### src/design/enc_out_pkg.sv
/*
  Constants, types and helpers for the encoder position serial output.
  Assumes a 25 MHz system clock and a master that drives the link clock.
*/
// How it works
// - After reset the block serves position frames until serviceReq asks for the service mode.
// - Service mode turns the clock pair into receive and data pair into transmit.
// - Position sample is refreshed at 35 kHz, build option up to 375 kHz.
// - Point to point link, master clock 0.1 to 5 MHz, one bit per period.
// - Synchronous format test bit: 0 normal, 1 fault; absent when not fitted.
// - BiSS frame is one-way, timed by the master clock, continuous mode.
// - BiSS frame opens with a one-period acknowledge slot driven low.
// - Acknowledge is followed by start bit 1, then one zero bit.
// - Position field is 17 to 20 bits wide, from frame bit 8 upward.
// - Error bit at position 7 is active low, warning at 6 always 1.
// - Six-bit CRC, polynomial x^6+x+1, over position, error and warning.
// - CRC goes MSB first and inverted; start and zero bits are excluded.
// - A 25 us timeout after each BiSS frame before the next request.
`default_nettype none
package enc_out_pkg;

  // Clock
  localparam int CLK_MHZ = 25;
  localparam int CLK_HZ  = CLK_MHZ * 1000000;

  // Position refresh
  localparam int REFRESH_HZ_DEF = 35000;
  localparam int REFRESH_HZ_MAX = 375000;
  localparam int REF_W          = 16;

  // Frame timeout, least time so rounded up
  localparam int TIMEOUT_NS = 25000;
  localparam int TO_W       = 10;
  localparam logic [TO_W-1:0] TIMEOUT_CYC = TO_W'((TIMEOUT_NS * CLK_MHZ + 999) / 1000);

  // Field widths
  localparam int POS_W  = 20;
  localparam int RES_W  = 5;
  localparam int LEN_W  = 6;
  localparam int FRM_W  = 32;
  localparam int CRC_W  = 6;
  localparam int CRCIN_W = POS_W + 2;
  localparam int FIFO_DEPTH = 4;

  // Resolution limits per format
  localparam logic [RES_W-1:0] RES_MIN_BISS = 5'h11;
  localparam logic [RES_W-1:0] RES_MIN_SSI  = 5'h0c;
  localparam logic [RES_W-1:0] RES_MAX      = 5'h14;

  // BiSS frame pieces
  localparam logic [2:0]       BISS_HEAD = 3'h2;
  localparam logic [LEN_W-1:0] HEAD_LEN  = 6'h03;
  localparam logic [LEN_W-1:0] TAIL_LEN  = 6'h08;
  localparam logic             WARN_VAL  = 1'h1;
  localparam logic [CRC_W-1:0] CRC_POLY  = 6'h03;

  // Link levels
  localparam logic IDLE_LVL = 1'h1;
  localparam logic MONO_LVL = 1'h0;

  typedef enum logic [1:0] {ST_IDLE, ST_SHIFT, ST_TIMEOUT, ST_SERVICE} state_t;

  // Clamp the resolution into the legal span of a format
  function automatic logic [RES_W-1:0] clampRes(input logic [RES_W-1:0] res,
                                                input logic [RES_W-1:0] lo);
    if (res < lo) begin
      return lo;
    end else if (res > RES_MAX) begin
      return RES_MAX;
    end
    return res;
  endfunction

  // Left-align the low res bits of a position word
  function automatic logic [POS_W-1:0] alignPos(input logic [POS_W-1:0] pos,
                                                input logic [RES_W-1:0] res);
    logic [RES_W-1:0] sh;
    sh = RES_MAX - res;
    return pos << sh;
  endfunction

endpackage
`default_nettype wire

### src/design/encoder_position_serial_out.sv
/*
  Serial position output of an absolute encoder: synchronous serial and
  BiSS-C frames clocked by an external master, plus a service mode switch.
  Assumes the link clock pin is asynchronous to clk and idles high.
*/
`timescale 1ns/10ps
`default_nettype none
module encoder_position_serial_out
  import enc_out_pkg::*;
#(
  parameter int REFRESH_HZ = REFRESH_HZ_DEF
) (
  // Clock and reset
  input  wire logic             clk,
  input  wire logic             sys_rst,
  // Link pins
  input  wire logic             linkClkIn,
  output logic                  dataOut,
  // Configuration
  input  wire logic             fmtBiss,
  input  wire logic [RES_W-1:0] resBits,
  input  wire logic             bitFitted,
  input  wire logic             bitFault,
  input  wire logic             serviceReq,
  // Service link
  output logic                  serviceRx,
  input  wire logic             serviceTx,
  output logic                  serviceActive,
  // Position source
  output logic                  sampleReq,
  input  wire logic [POS_W-1:0] posData,
  input  wire logic             posValid,
  output logic                  posReady
);

  localparam int REFRESH_CYC = CLK_HZ / REFRESH_HZ;
  localparam logic [REF_W-1:0] REF_RELOAD = REF_W'(REFRESH_CYC - 1);

  // Six-bit CRC over a left-aligned vector of len bits
  function automatic logic [CRC_W-1:0] crc6(input logic [CRCIN_W-1:0] vec,
                                            input logic [LEN_W-1:0]   len);
    logic [CRC_W-1:0] crc;
    logic             fb;
    crc = '0;
    for (int i = 0; i < CRCIN_W; i++) begin
      if (LEN_W'(i) < len) begin
        fb  = vec[CRCIN_W-1-i] ^ crc[CRC_W-1];
        crc = {crc[CRC_W-2:0], 1'b0} ^ (fb ? CRC_POLY : '0);
      end
    end
    return crc;
  endfunction

  // Link clock synchroniser and edge history
  logic             clkS1_ff;
  logic             clkS2_ff;
  logic             clkS3_ff;
  wire              riseEdge;
  wire              fallEdge;
  wire              anyEdge;

  // Frame engine
  state_t           state_ff;
  logic [FRM_W-1:0] shift_ff;
  logic [LEN_W-1:0] bitsLeft_ff;
  logic [TO_W-1:0]  toCnt_ff;
  logic             dataOut_ff;

  // Position sample path
  logic [REF_W-1:0] refCnt_ff;
  logic             sampleReq_ff;
  logic [POS_W-1:0] sample_ff;
  wire              fifoValid;
  wire [POS_W-1:0]  fifoData;
  wire              fifoReady;

  // Frame build
  wire [RES_W-1:0]   resB;
  wire [RES_W-1:0]   resS;
  wire [POS_W-1:0]   posAlB;
  wire [POS_W-1:0]   posAlS;
  wire               errBit;
  wire               ssiBit;
  wire [CRCIN_W-1:0] crcIn;
  wire [CRC_W-1:0]   crcVal;
  wire [7:0]         tail;
  wire [FRM_W-1:0]   frameB;
  wire [FRM_W-1:0]   frameS;
  wire [LEN_W-1:0]   lenB;
  wire [LEN_W-1:0]   lenS;
  wire [FRM_W-1:0]   frameSel;
  wire [LEN_W-1:0]   lenSel;
  wire [LEN_W-1:0]   tailShift;

  assign riseEdge = clkS2_ff & ~clkS3_ff;
  assign fallEdge = ~clkS2_ff & clkS3_ff;
  assign anyEdge  = riseEdge | fallEdge;

  // Sampled link clock is the two-flop-synchronised level
  always_ff @(posedge clk) begin
    if (sys_rst) begin
      clkS1_ff <= IDLE_LVL;
      clkS2_ff <= IDLE_LVL;
      clkS3_ff <= IDLE_LVL;
    end else begin
      clkS1_ff <= linkClkIn;
      clkS2_ff <= clkS1_ff;
      clkS3_ff <= clkS2_ff;
    end
  end

  always_ff @(posedge clk) begin
    if (sys_rst) begin
      refCnt_ff    <= REF_RELOAD;
      sampleReq_ff <= 1'b0;
    end else begin
      sampleReq_ff <= (refCnt_ff == '0);
      refCnt_ff    <= (refCnt_ff == '0) ? REF_RELOAD : refCnt_ff - 1'b1;
    end
  end

  // Samples queue while a frame is being shifted
  pos_fifo #(
    .WIDTH (POS_W),
    .DEPTH (FIFO_DEPTH)
  ) u_fifo (
    .clk      (clk),
    .sys_rst  (sys_rst),
    .inValid  (posValid),
    .inData   (posData),
    .inReady  (posReady),
    .outValid (fifoValid),
    .outData  (fifoData),
    .outReady (fifoReady)
  );

  // Frame holds its sample; refresh only between frames
  assign fifoReady = (state_ff != ST_SHIFT);

  always_ff @(posedge clk) begin
    if (sys_rst) begin
      sample_ff <= '0;
    end else if (fifoValid & fifoReady) begin
      sample_ff <= fifoData;
    end
  end

  assign resB   = clampRes(resBits, RES_MIN_BISS);
  assign resS   = clampRes(resBits, RES_MIN_SSI);
  assign posAlB = alignPos(sample_ff, resB);
  assign posAlS = alignPos(sample_ff, resS);

  assign errBit = bitFitted ? ~bitFault : 1'b1;
  assign ssiBit = bitFault;

  assign crcIn  = {posAlB, 2'h0} | ({errBit, WARN_VAL, 20'h0} >> resB);
  assign crcVal = crc6(crcIn, LEN_W'(resB) + 6'h02);

  // CRC inverted behind error and warning
  assign tail      = {errBit, WARN_VAL, ~crcVal};
  assign tailShift = HEAD_LEN + LEN_W'(resB);

  // Ack low, start high, zero bit
  assign frameB = {BISS_HEAD, posAlB, 9'h0} | ({tail, 24'h0} >> tailShift);
  assign lenB   = HEAD_LEN + LEN_W'(resB) + TAIL_LEN;

  // Position MSB first, test bit after
  assign frameS = {posAlS, 12'h0} | ({ssiBit, 31'h0} >> resS);
  // No extra bit when not fitted
  assign lenS   = LEN_W'(resS) + LEN_W'(bitFitted);

  assign frameSel = fmtBiss ? frameB : frameS;
  assign lenSel   = fmtBiss ? lenB : lenS;

  always_ff @(posedge clk) begin
    if (sys_rst) begin
      state_ff    <= ST_IDLE;
      shift_ff    <= '0;
      bitsLeft_ff <= '0;
      toCnt_ff    <= '0;
      dataOut_ff  <= IDLE_LVL;
    end else begin
      unique case (state_ff)
        ST_IDLE: begin
          dataOut_ff <= IDLE_LVL;
          if (serviceReq) begin
            state_ff <= ST_SERVICE;
          end else if (fallEdge) begin
            shift_ff    <= frameSel;
            bitsLeft_ff <= lenSel;
            toCnt_ff    <= TIMEOUT_CYC;
            state_ff    <= ST_SHIFT;
          end
        end
        ST_SHIFT: begin
          if (riseEdge && bitsLeft_ff != '0) begin
            dataOut_ff  <= shift_ff[FRM_W-1];
            shift_ff    <= shift_ff << 1;
            bitsLeft_ff <= bitsLeft_ff - 1'b1;
            toCnt_ff    <= TIMEOUT_CYC;
          end else if (riseEdge || toCnt_ff == '0) begin
            // Frame done or master broke off
            dataOut_ff <= MONO_LVL;
            toCnt_ff   <= TIMEOUT_CYC;
            state_ff   <= ST_TIMEOUT;
          end else if (fallEdge) begin
            toCnt_ff <= TIMEOUT_CYC;
          end else begin
            toCnt_ff <= toCnt_ff - 1'b1;
          end
        end
        ST_TIMEOUT: begin
          dataOut_ff <= MONO_LVL;
          if (anyEdge) begin
            toCnt_ff <= TIMEOUT_CYC;
          end else if (toCnt_ff == '0) begin
            dataOut_ff <= IDLE_LVL;
            state_ff   <= ST_IDLE;
          end else begin
            toCnt_ff <= toCnt_ff - 1'b1;
          end
        end
        ST_SERVICE: begin
          dataOut_ff <= serviceTx;
          if (!serviceReq) begin
            dataOut_ff <= MONO_LVL;
            toCnt_ff   <= TIMEOUT_CYC;
            state_ff   <= ST_TIMEOUT;
          end
        end
      endcase
    end
  end

  assign dataOut       = dataOut_ff;
  assign sampleReq     = sampleReq_ff;
  assign serviceRx     = clkS2_ff;
  assign serviceActive = (state_ff == ST_SERVICE);

endmodule
`default_nettype wire

### src/design/pos_fifo.sv
/*
  Small flip-flop FIFO with valid and ready on both sides.
  Assumes both sides run on the same clock with a synchronous reset.
*/
`timescale 1ns/10ps
`default_nettype none
module pos_fifo #(
  parameter int WIDTH = 20,
  parameter int DEPTH = 4
) (
  // Clock and reset
  input  wire logic             clk,
  input  wire logic             sys_rst,
  // Fill side
  input  wire logic             inValid,
  input  wire logic [WIDTH-1:0] inData,
  output logic                  inReady,
  // Drain side
  output logic                  outValid,
  output logic      [WIDTH-1:0] outData,
  input  wire logic             outReady
);
  localparam int AW = $clog2(DEPTH);

  logic [WIDTH-1:0] mem_ff [DEPTH];
  logic [AW-1:0]    wrIdx_ff;
  logic [AW-1:0]    rdIdx_ff;
  logic [AW:0]      count_ff;
  wire              push;
  wire              pop;

  assign inReady  = (count_ff != (AW+1)'(DEPTH));
  assign outValid = (count_ff != '0);
  assign outData  = mem_ff[rdIdx_ff];
  assign push     = inValid & inReady;
  assign pop      = outValid & outReady;

  always_ff @(posedge clk) begin
    if (push) begin
      mem_ff[wrIdx_ff] <= inData;
    end
  end

  always_ff @(posedge clk) begin
    if (sys_rst) begin
      wrIdx_ff <= '0;
      rdIdx_ff <= '0;
      count_ff <= '0;
    end else begin
      if (push) begin
        wrIdx_ff <= (wrIdx_ff == AW'(DEPTH-1)) ? '0 : wrIdx_ff + 1'b1;
      end
      if (pop) begin
        rdIdx_ff <= (rdIdx_ff == AW'(DEPTH-1)) ? '0 : rdIdx_ff + 1'b1;
      end
      count_ff <= count_ff + (AW+1)'(push) - (AW+1)'(pop);
    end
  end
endmodule
`default_nettype wire

### config.mk
export PLATFORM = sky130hd
export DESIGN_NAME = encoder_position_serial_out
export DESIGN_NICKNAME = d
export VERILOG_FILES = /design/src/design/enc_out_pkg.sv /design/src/design/encoder_position_serial_out.sv /design/src/design/pos_fifo.sv
export SDC_FILE = /design/constraint.sdc
export NUM_CORES = 1
export LEC_CHECK = 0
export BUFFER_PORTS_ARGS = -buffer_cell sky130_fd_sc_hd__buf_2
export CAP_MARGIN = 30
export CORE_MARGIN = 2
export CORE_UTILIZATION = 39
export CTS_CLUSTER_SIZE = 12
export DETAILED_ROUTE_END_ITERATION = 12
export SYNTH_ARGS = -nofsm -noshare
export SYNTH_HDL_FRONTEND = slang
export SYNTH_SLANG_ARGS = --single-unit
### constraint.sdc
create_clock -name clk -period 5.7 [get_ports clk]
set_input_delay 0 -clock clk [delete_from_list [all_inputs] [get_ports clk]]
set_output_delay 0 -clock clk [all_outputs]
set_load 0.03 [all_outputs]
==> results of run 1 <==
## repair_timing
action                    CTS  global route
hold endpoints to repair   84             0
hold buffers               24             0
buffers inserted            0             0
resized for setup           0             0
## cell families after synthesis
family / count (synthesis) / share of synthesized area (%)
XOR/XNOR: 65 / 6.32
multiplexers: 92 / 13.1
buffers and inverters: 98 / 3.50
flip-flops: 178 / 40.1
AND/OR/NAND/NOR: 402 / 16.4
adder cells (fa/ha/maj): 27 / 3.18
AO/OA/AOI/OAI: 275 / 17.3
## how the worst max path moves through the flow
| stage | from | end | slack [ps] |
|---|---|---|---|
| 2_1_floorplan | resBits[3] | shift_ff[3] | 440 |
| 3_3_place_gp | resBits[3] | shift_ff[3] | 190 |
| 3_5_place_dp | resBits[3] | shift_ff[3] | 180 |
| 4_1_cts | resBits[3] | shift_ff[6] | 620 |
| 5_1_grt | resBits[3] | shift_ff[7] | 140 |
| 6_report | resBits[3] | shift_ff[3] | 530 |
## worst reg2reg max path, cell delays in order (launching register included)
cell,delay (ps)
dfxtp_1,540
mux4_2,380
nand2_1,80
a32oi_1,610
xnor3_1,570
o211ai_1,170
nand2_1,180
xnor3_1,560
nor2_1,80
a21oi_1,250
xnor2_2,180
xnor2_1,150
a221oi_2,350
nor2_1,110
a221oi_2,240
a211oi_1,90
## cells in the mapped netlist, types with 6 or more instances
| cell | number | share of area (%) |
|---|---|---|
| a211oi_1 | 32 | 2.2 |
| a21o_1 | 7 | 0.48 |
| a21oi_1 | 88 | 4.1 |
| a221o_1 | 6 | 0.55 |
| a221oi_1 | 9 | 0.73 |
| a22oi_1 | 13 | 0.90 |
| and2_1 | 10 | 0.58 |
| and3_1 | 10 | 0.58 |
| buf_1 | 8 | 0.28 |
| clkbuf_1 | 55 | 1.9 |
| dfxtp_1 | 98 | 18 |
| edfxtp_1 | 80 | 22 |
| ha_1 | 26 | 3.0 |
| inv_1 | 28 | 0.97 |
| mux2i_1 | 48 | 4.4 |
| mux4_2 | 40 | 8.3 |
| nand2_1 | 137 | 4.7 |
| nand2b_1 | 7 | 0.40 |
| nand3_1 | 18 | 0.83 |
| nor2_1 | 135 | 4.7 |
| nor2b_1 | 9 | 0.52 |
| nor3_1 | 39 | 1.8 |
| o211ai_1 | 10 | 0.69 |
| o21ai_0 | 38 | 1.7 |
| o22ai_1 | 8 | 0.46 |
| or2_2 | 10 | 0.58 |
| or3_1 | 7 | 0.40 |
| xnor2_1 | 32 | 2.6 |
| xor2_1 | 23 | 1.9 |
## metal layers
layer	track usage [%]	up-vias	share of wire (%)
li1	-	4292	-
met5	0	-	0
met3	3.38	54	4.7
met4	7.41	0	2.9
met1	25.2	4289	44
met2	33.7	258	48
## state kept, by name, summed over array words and instances, names as in the netlist
register         count
clkS3_ff             1
u_fifo.mem_ff       80
dataOut              1
toCnt_ff            10
u_fifo.count_ff      3
state_ff             2
serviceRx            1
sample_ff           20
clkS1_ff             1
sampleReq            1
shift_ff            32
refCnt_ff           16
bitsLeft_ff          6
u_fifo.rdIdx_ff      2
u_fifo.wrIdx_ff      2
## cell type report
cell class | count | share of cell area (%)
multi-input cells | 861 | 49.4
well taps | 378 | 3.80
repair buffers | 96 | 6.11
flip-flops and latches | 178 | 35.1
inverters | 32 | 0.965
clock inverters | 13 | 1.13
clock buffers | 19 | 3.56
## where the power goes
part	total [W]	internal (W)	leakage [nW]	switching [W]
Clock	0.00120	0.000632	0.281	0.000567
Combinational	0.00434	0.00189	2.84	0.00245
Sequential	0.00191	0.00163	1.54	0.000277
## per-stage QoR
stage	power (W)	util, %	hold WS (ps)	std cells	setup slack, ps
5_1_grt	0.00802	45.0	127	1577	143
2_1_floorplan	0.00524	-	98.9	1137	442
3_5_place_dp	0.00621	42.1	186	1521	183
6_report	0.00745	45.0	86.0	1577	534
3_3_place_gp	0.00616	41.7	185	1516	185
4_1_cts	0.00746	45.0	72.1	1577	623
==> impl_metrics.yaml, run 1 <==
final_layout:
  regArea_um2: 4360
  syn_to_final_growth_pct: 14.5
  fin_nets: 1247
  multi_input_area_um2: 6140
  final_cell_mix: "nand2_1 (137), nor2_1 (135), dfxtp_1 (98)"
  drive_gt1_share_pct: 15.3
  final_common_cell: "nand2_1"
  stdcell_area_um2: 12400
  fill_cells: 2672
  diodes: 0
synthesis:
  syn-cell-area_um2: 10900
  syn_nets: 1198
  ys_warn_count: 0
  synth_edf_count: 80
  async_reset_ff_share_pct: 0
  yosys_register_bits: 178
  syn_avg_cell_area_um2: 9.56
  yosysSeqAreaShare_pct: 40.1
  synthFlopType: "dfxtp_1"
  synth_cells: 1137
  synth.distinct_cells: 75
hold_path:
  holdPathStages: 4
  hold_class: "primary input to flop"
  hold_start: "posValid"
  holdPathEnd: "u_fifo.wrIdx_ff[1]"
detailed_routing:
  via_count: 8893
  dr.pass1.iters: 5
  post_drt_wl_per_cell_um: 17.7
  drtAntennaViolNets: 0
  drt_iter0_drc: 747
  routed_wl_um: 27900
  vias_per_cell: 5.64
  route.detailed.drc: 0
sta:
  rsz0062_at_grt: "false"
  slew_headroom_pct: 43.1
  clock.fmax_ghz: 0.194
  final_hold_viol_count: 0
  final_max_slew_viol_count: 0
  fin_crit_ps: 5170
  finalSetupTns_ps: 0
  setup_violations: 0
  layout_worst_path_cycle_share_pct: 90.6
  worst_pin_slew_ps: 854
  fin_skew_ps: 16.2
setup_path:
  ff2ff_path_depth: 15
  startpoint_type: "primary input"
  r2r_setup_slack_ps: 1010
  critPathRequiredTime_ps: 5990
  timing.rr.start: "sample_ff[6]"
  cpMostUsedCell: "nor2_1"
  slowest_stage: "ha_1"
  worst_path_dominant_cell_family: "compound AO/OA/AOI/OAI gates"
  worstPathArrival_ps: 5450
  crit_type: "primary input to flop"
  path_buf_inv: 2
  end_kind: "flop"
  crit_path_cell_trace: "buf_2 -> nor2_1 -> and2_1 -> nand2_1 -> ha_1 -> buf_4 -> and3_1 -> o31ai_1 -> a32oi_1 -> xnor3_1 -> o211ai_1 -> nand2_1 -> xnor3_1 -> nor2_1 -> a21oi_1 -> xnor2_2 -> xnor2_1 -> a221oi_2 -> nor2_1 -> a221oi_2 -> a211oi_1"
  cp_max_fo: 15
  crit_cells: 21
  regToRegEndpoint: "shift_ff[3]"
  critPathMaxStageDelay_ps: 660
placed_design:
  gp_congestion: 0.943
  dp_hpwl_um: 19900
  io_buffers: 38
  place_area_um2: 11600
grt:
  grt_pass1_vias: 8692
  grt-ovfl-total: 0
  grt_max_degree: 81
  antenna_found_initial: 0
  grtUsageTotal_pct: 19.8
  grt_pass1_wl_um: 45600
pwr:
  peakVddDrop_mv: 0.331
  power.density_nw_per_um2: 599
  p_leak_nw: 4.66
clock_tree:
  htree_levels: 4
  cts.sink_count: 178
  path_clk_slew_ps: 80
  numCtsBuffers: 17
  cts_root_buf: "clkbuf_16"
  clock_latency_ps: 430
  clk_path_buf_depth: 2
  cts_tree: "done"
floorplanning:
  core_area_um2: 27600
  die_y_um: 171
  die_width_um: 171
  rows: 61
  start_util_pct: 39.3
  ios: 39
  die_area_um2: 29200
outcome:
  status: "complete, no violations"
job:
  maxCapViolations: 0
Power figures use the tool's default switching activity.
==> run 2: changes to the inputs <==
- CORE_UTILIZATION: 39 -> 50
- PLACE_DENSITY: not set -> 0.67
==> run 2 against run 1 <==
Effect of this change:
- global-route usage up 5.0 points
- largest cell class unchanged
- total power decreased by 1.6%
- via count shrank 0.36%
==> impl_metrics.yaml, run 2 (synthesized netlist as in run 1, its figures left out) <==
outcome:
  status: "complete, no violations"
hold_path:
  hold_class: "primary input to flop"
final_layout:
  stdcell_area_um2: 12300
  syn_to_final_growth_pct: 12.8
  final_common_cell: "nand2_1"
  diodes: 0
  largest_reg_flops: 80
  final_cell_mix: "nand2_1 (137), nor2_1 (135), dfxtp_1 (98)"
  top_register: "u_fifo.mem_ff"
  fin_util_pct: 58.0
  drive_gt1_share_pct: 15.2
  reg.largest.list: "u_fifo.mem_ff: 80 flops, shift_ff: 32 flops, sample_ff: 20 flops"
  fin_nets: 1243
grt:
  grt_pass1_vias: 8665
  grt_pass1_wl_um: 44500
  grt_max_degree: 82
  grt-ovfl-total: 0
  antenna_found_initial: 0
  grtUsageTotal_pct: 24.8
setup_path:
  worstPathArrival_ps: 5320
  crit_type: "primary input to flop"
  end_kind: "flop"
  critPathRequiredTime_ps: 5970
  cp_max_fo: 15
  startpoint_type: "primary input"
detailed_routing:
  vias_per_cell: 6.03
  via_count: 8861
  drt_iter0_drc: 766
  route.detailed.drc: 0
  dr.pass1.iters: 5
  post_drt_wl_per_cell_um: 18.4
  drtAntennaViolNets: 0
  routed_wl_um: 27100
clock_tree:
  cts.sink_count: 178
  clk_path_buf_depth: 2
  htree_levels: 4
  cts_root_buf: "clkbuf_16"
  numCtsBuffers: 17
  cts_tree: "done"
  cts_resized: 0
  clock_latency_ps: 430
  path_clk_slew_ps: 70
placed_design:
  place_area_um2: 11500
  dp_hpwl_um: 19300
  io_buffers: 38
  gp_congestion: 0.981
sta:
  setup_violations: 0
  slew_headroom_pct: 35.1
  finalSetupTns_ps: 0
  fin_crit_ps: 5050
  final_max_slew_viol_count: 0
  clock.fmax_ghz: 0.198
  worst_pin_slew_ps: 973
  layout_worst_path_cycle_share_pct: 88.6
  fin_skew_ps: 16.2
  final_hold_viol_count: 0
  rsz0062_at_grt: "false"
pwr:
  peakVddDrop_mv: 0.262
  p_leak_nw: 4.63
  power.density_nw_per_um2: 598
floorplanning:
  die_y_um: 151
  ios: 39
  core_area_um2: 21200
  die_area_um2: 22900
  start_util_pct: 51.4
  rows: 53
  die_width_um: 151
job:
  maxCapViolations: 0
-- run 2: changes by cell type in the layout (fill, tap and decap cells not counted), sizes merged --
| cell | change |
|---|---|
| clkbuf | -2 |
| clkinvlp | +1 |
| buf | -3 |
| inv | -1 |
| bufinv | -1 |
| clkinv | +3 |
| dlygate4sd3 | -1 |
-- run 2: report_power, final --
group / total (W) / leakage [nW] / switching, W / internal, W
Clock: 0.00111 / 0.272 / 0.000532 / 0.000577
Sequential: 0.00192 / 1.54 / 0.000281 / 0.00164
Combinational: 0.00431 / 2.83 / 0.00245 / 0.00186
Total: 0.00733 / 4.63 / 0.00326 / 0.00407
-- run 2: worst paths after layout --
check	start	to	slack (ps)	depth (start not counted)
max	resBits[3]	shift_ff[3]	650	20
min	posValid	u_fifo.wrIdx_ff[1]	90	4
max reg2reg	sample_ff[5]	shift_ff[3]	1060	15
min reg2reg	refCnt_ff[0]	refCnt_ff[0]	410	1
-- run 2: cell type report --
type                    count  area (µm²)
well taps                 275         344
fillers                  1818        8890
multi-input cells         861        6140
repair buffers             92         721
clock buffers              17         425
inverters                  32         120
flip-flops and latches    178        4360
clock inverters            15         141
-- run 2: metrics by stage --
stage | setup WS [ps] | hold slack [ps] | instances | total power [W]
3_3_place_gp | 401 | 208 | 1411 | 0.00611
2_1_floorplan | 442 | 98.9 | 1137 | 0.00524
3_5_place_dp | 289 | 206 | 1415 | 0.00618
6_report | 650 | 91.2 | 1470 | 0.00733
4_1_cts | 740 | 63.5 | 1470 | 0.00732
5_1_grt | 355 | 113 | 1470 | 0.00790
-- run 2: worst max-delay path: stages --
cell	delay (ps)
buf_2	120
nor2_1	140
and2_1	310
nand2_1	120
ha_1	670
mux4_2	460
a22o_1	260
a221oi_4	390
xor2_2	250
mux2i_1	420
xor2_1	220
xnor2_1	140
a311oi_1	370
xor2_1	340
xor2_1	230
nand2_1	100
a221oi_2	320
nor2_1	120
a221oi_2	240
a211oi_1	90
-- run 2: metal layers --
metal | up-vias | routed length, µm | track usage [%] | share of wire, %
met5 | - | 0 | 0 | 0
met4 | 0 | 834 | 9.95 | 3.1
met3 | 64 | 1690 | 4.97 | 6.2
met2 | 300 | 12700 | 40.3 | 47
met1 | 4216 | 11900 | 32.6 | 44
li1 | 4281 | - | - | -
-- run 2: what timing repair did --
item	in CTS	in global routing
hold buffers	23	0
hold endpoints to repair	83	0
buffers inserted	0	0
==> run 3: changes to the inputs <==
- MAX_ROUTING_LAYER: not set -> met4
- PLACE_DENSITY: 0.67 -> 0.66
- SYNTH_HIERARCHICAL: not set -> 1
==> run 3 against run 2 <==
Effect of this change:
- die area rose by 5.3%
- combinational power rose by 3%
- clock power rose by 9%
- worst setup slack improved by 130 ps
- fmax rose by 2.7%
- critical path depth did not move
- clock skew barely moved
- count of clock-buffer cells in the layout did not move
- sequential share of layout area fell by 1.3 points
- non-clock buffer count fell by 2
- critical endpoint is now shift_ff[6]
- cell area rose by 4.7%
==> impl_metrics.yaml, run 3 <==
grt:
  globalRouteMet1Util_pct: 33.6
  busiest_layer: "met2"
  antenna_found_initial: 0
  grt_pass1_wl_um: 46500
  grt-ovfl-total: 0
  grt_pass1_vias: 8872
  grt_max_degree: 84
  use_met3_pct: 3.96
  grtUsageTotal_pct: 24.8
  grtUsageMet2_pct: 38.7
floorplanning:
  core_area_um2: 22600
  start_util_pct: 50.8
  die_area_um2: 24100
  ios: 39
  die_y_um: 155
  die_width_um: 155
  rows: 55
setup_path:
  r2r_setup_slack_ps: 1210
  cpMostUsedCell: "nand2_1"
  end_kind: "flop"
  critPathRequiredTime_ps: 6050
  slowest_stage: "nor3_1"
  crit_cells: 20
  worstPathArrival_ps: 5270
  cp_max_fo: 8
  crit_path_cell_trace: "buf_2 -> nor2_1 -> nand2_1 -> inv_1 -> nand2_1 -> ha_1 -> nor3_1 -> a22oi_1 -> nand2_1 -> xor2_1 -> xor3_1 -> xor2_1 -> a22oi_1 -> and2_1 -> mux2_2 -> a211o_1 -> a211o_1 -> nand3_1 -> nand4_1 -> a311oi_2"
  crit_type: "primary input to flop"
  regToRegEndpoint: "shift_ff[6]"
  crit_start: "resBits[3]"
  startpoint_type: "primary input"
  critPathMaxStageDelay_ps: 720
  ff2ff_path_depth: 14
  worst_path_dominant_cell_family: "simple AND/OR/NAND/NOR gates"
  timing.rr.start: "sample_ff[0]"
  path_buf_inv: 2
pwr:
  netSwitchingFraction_pct: 45.3
  peakVddDrop_mv: 0.329
  p_sw_w: 0.00343
  share_comb_of_total_power_pct: 59.1
  power_frac_clock_pct: 16.1
  seqPwrFrac_pct: 24.9
  p_int_w: 0.00413
  p_leak_nw: 4.79
  power.density_nw_per_um2: 589
final_layout:
  final_cell_mix: "nand2_1 (157), nor2_1 (104), dfxtp_1 (100)"
  reg.largest.list: "u_fifo/mem_ff: 80 flops, shift_ff: 32 flops, sample_ff: 20 flops"
  fin_nets: 1278
  fin_util_pct: 56.8
  syn_to_final_growth_pct: 12.0
  top_register: "u_fifo/mem_ff"
  fill_cells: 1989
  drive_gt1_share_pct: 16.1
  largest_reg_flops: 80
  diodes: 0
  stdcell_area_um2: 12800
  final_common_cell: "nand2_1"
clock_tree:
  numCtsBuffers: 17
  cts_root_buf: "clkbuf_16"
  cts.sink_count: 180
  cts_tree: "done"
  post_cts_buffers: 0
  path_clk_slew_ps: 80
  clk_path_buf_depth: 2
  htree_levels: 4
  cts_resized: 0
  clock_latency_ps: 450
hold_path:
  hold_start: "fmtBiss"
  hold_class: "primary input to flop"
  holdPathStages: 3
  holdPathEnd: "shift_ff[4]"
synthesis:
  synth_edf_count: 80
  yosysSeqAreaShare_pct: 38.4
  synth.distinct_cells: 95
  syn_nets: 1239
  ys_top_cells_by_area: "edfxtp_1 (21%), dfxtp_1 (17%), mux4_2 (8.1%), nand2_1 (5.1%), mux2i_1 (4.9%)"
  yosysTopAreaCellShare_pct: 21.0
  async_reset_ff_share_pct: 0
  synth_most_common_cell: "nand2_1"
  syn_avg_cell_area_um2: 9.73
  synth_commonest_cells: "nand2_1 (157), nor2_1 (104), dfxtp_1 (100), edfxtp_1 (80), a21oi_1 (69)"
  ys_warn_count: 6
  yosys_register_bits: 180
  synth_largest_area_cell: "edfxtp_1"
  syn-cell-area_um2: 11500
  synthFlopType: "dfxtp_1"
  synth_cells: 1178
detailed_routing:
  drt_iter0_drc: 871
  drtAntennaViolNets: 0
  via_count: 9215
  vias_per_cell: 6.08
  route.detailed.drc: 0
  dr.pass1.iters: 5
  routed_wl_um: 28500
  post_drt_wl_per_cell_um: 18.8
sta:
  fin_skew_ps: 15.8
  hold_ws_ps: 130
  worst_pin_slew_ps: 980
  layout_worst_path_cycle_share_pct: 86.3
  final_hold_viol_count: 0
  setup_violations: 0
  clock.fmax_ghz: 0.203
  finalSetupTns_ps: 0
  final_max_slew_viol_count: 0
  fin_crit_ps: 4920
  slew_headroom_pct: 34.7
  rsz0062_at_grt: "false"
placed_design:
  dp_hpwl_um: 20200
  place_area_um2: 11900
  io_buffers: 38
  gp_congestion: 0.935
job:
  maxCapViolations: 0
outcome:
  status: "complete, no violations"
-- run 3: metal layers --
layer	wire (µm)	vias up
met5	0	-
met4	499	0
met3	1330	38
met2	13400	258
met1	13300	4455
li1	-	4464
-- run 3: worst max-delay path by stage --
stage | to | slack, ps
after floorplan | shift_ff[2] | 620
after global placement | shift_ff[6] | 520
after CTS | shift_ff[6] | 840
after global routing | shift_ff[6] | 410
after detailed placement | shift_ff[6] | 380
final | shift_ff[6] | 780
-- run 3: through the flow --
step	instances	worst slack, ps	power (W)
after global routing	1515	409	0.00807
after global placement	1455	516	0.00623
after detailed placement	1457	379	0.00627
after floorplan	1178	623	0.00536
after CTS	1514	842	0.00753
final	1515	783	0.00755
-- run 3: tightest hold or removal path, delay by kind of cell --
kind	cells	cell delay, ps
buf+inv	1	300
simple gates	2	220
-- run 3: logic make-up after synthesis --
kind of cell             synth area share (%)
buffers and inverters                    3.68
XOR/XNOR                                 7.47
AND/OR/NAND/NOR                          16.6
adder cells (fa/ha/maj)                  3.01
multiplexers                             14.2
flip-flops                               38.4
AO/OA/AOI/OAI                            16.6
-- run 3: power groups by stage --
stage / Combinational [W] / Clock [W] / Sequential (W)
floorplan: 0.00355 / 0 / 0.00181
global placement: 0.00433 / 0 / 0.00190
detailed placement: 0.00436 / 0 / 0.00191
CTS: 0.00440 / 0.00124 / 0.00189
global route: 0.00486 / 0.00129 / 0.00192
finish: 0.00446 / 0.00121 / 0.00188
-- run 3: cell type report --
cell class                      instances  area [µm²]  share of cell area (%)
Clock buffer                           17         425                    3.32
Inverter                               31         119                   0.926
Sequential cell                       180        4400                    34.3
Multi-Input combinational cell        897        6650                    51.8
Timing Repair Buffer                   90         678                    5.29
Tap cell                              285         357                    2.78
Clock inverter                         15         203                    1.58
-- run 3: timing repair --
| action | CTS | global route |
|---|---|---|
| setup endpoints to repair | 0 | 0 |
| hold endpoints to repair | 86 | 0 |
| hold buffers | 25 | 0 |
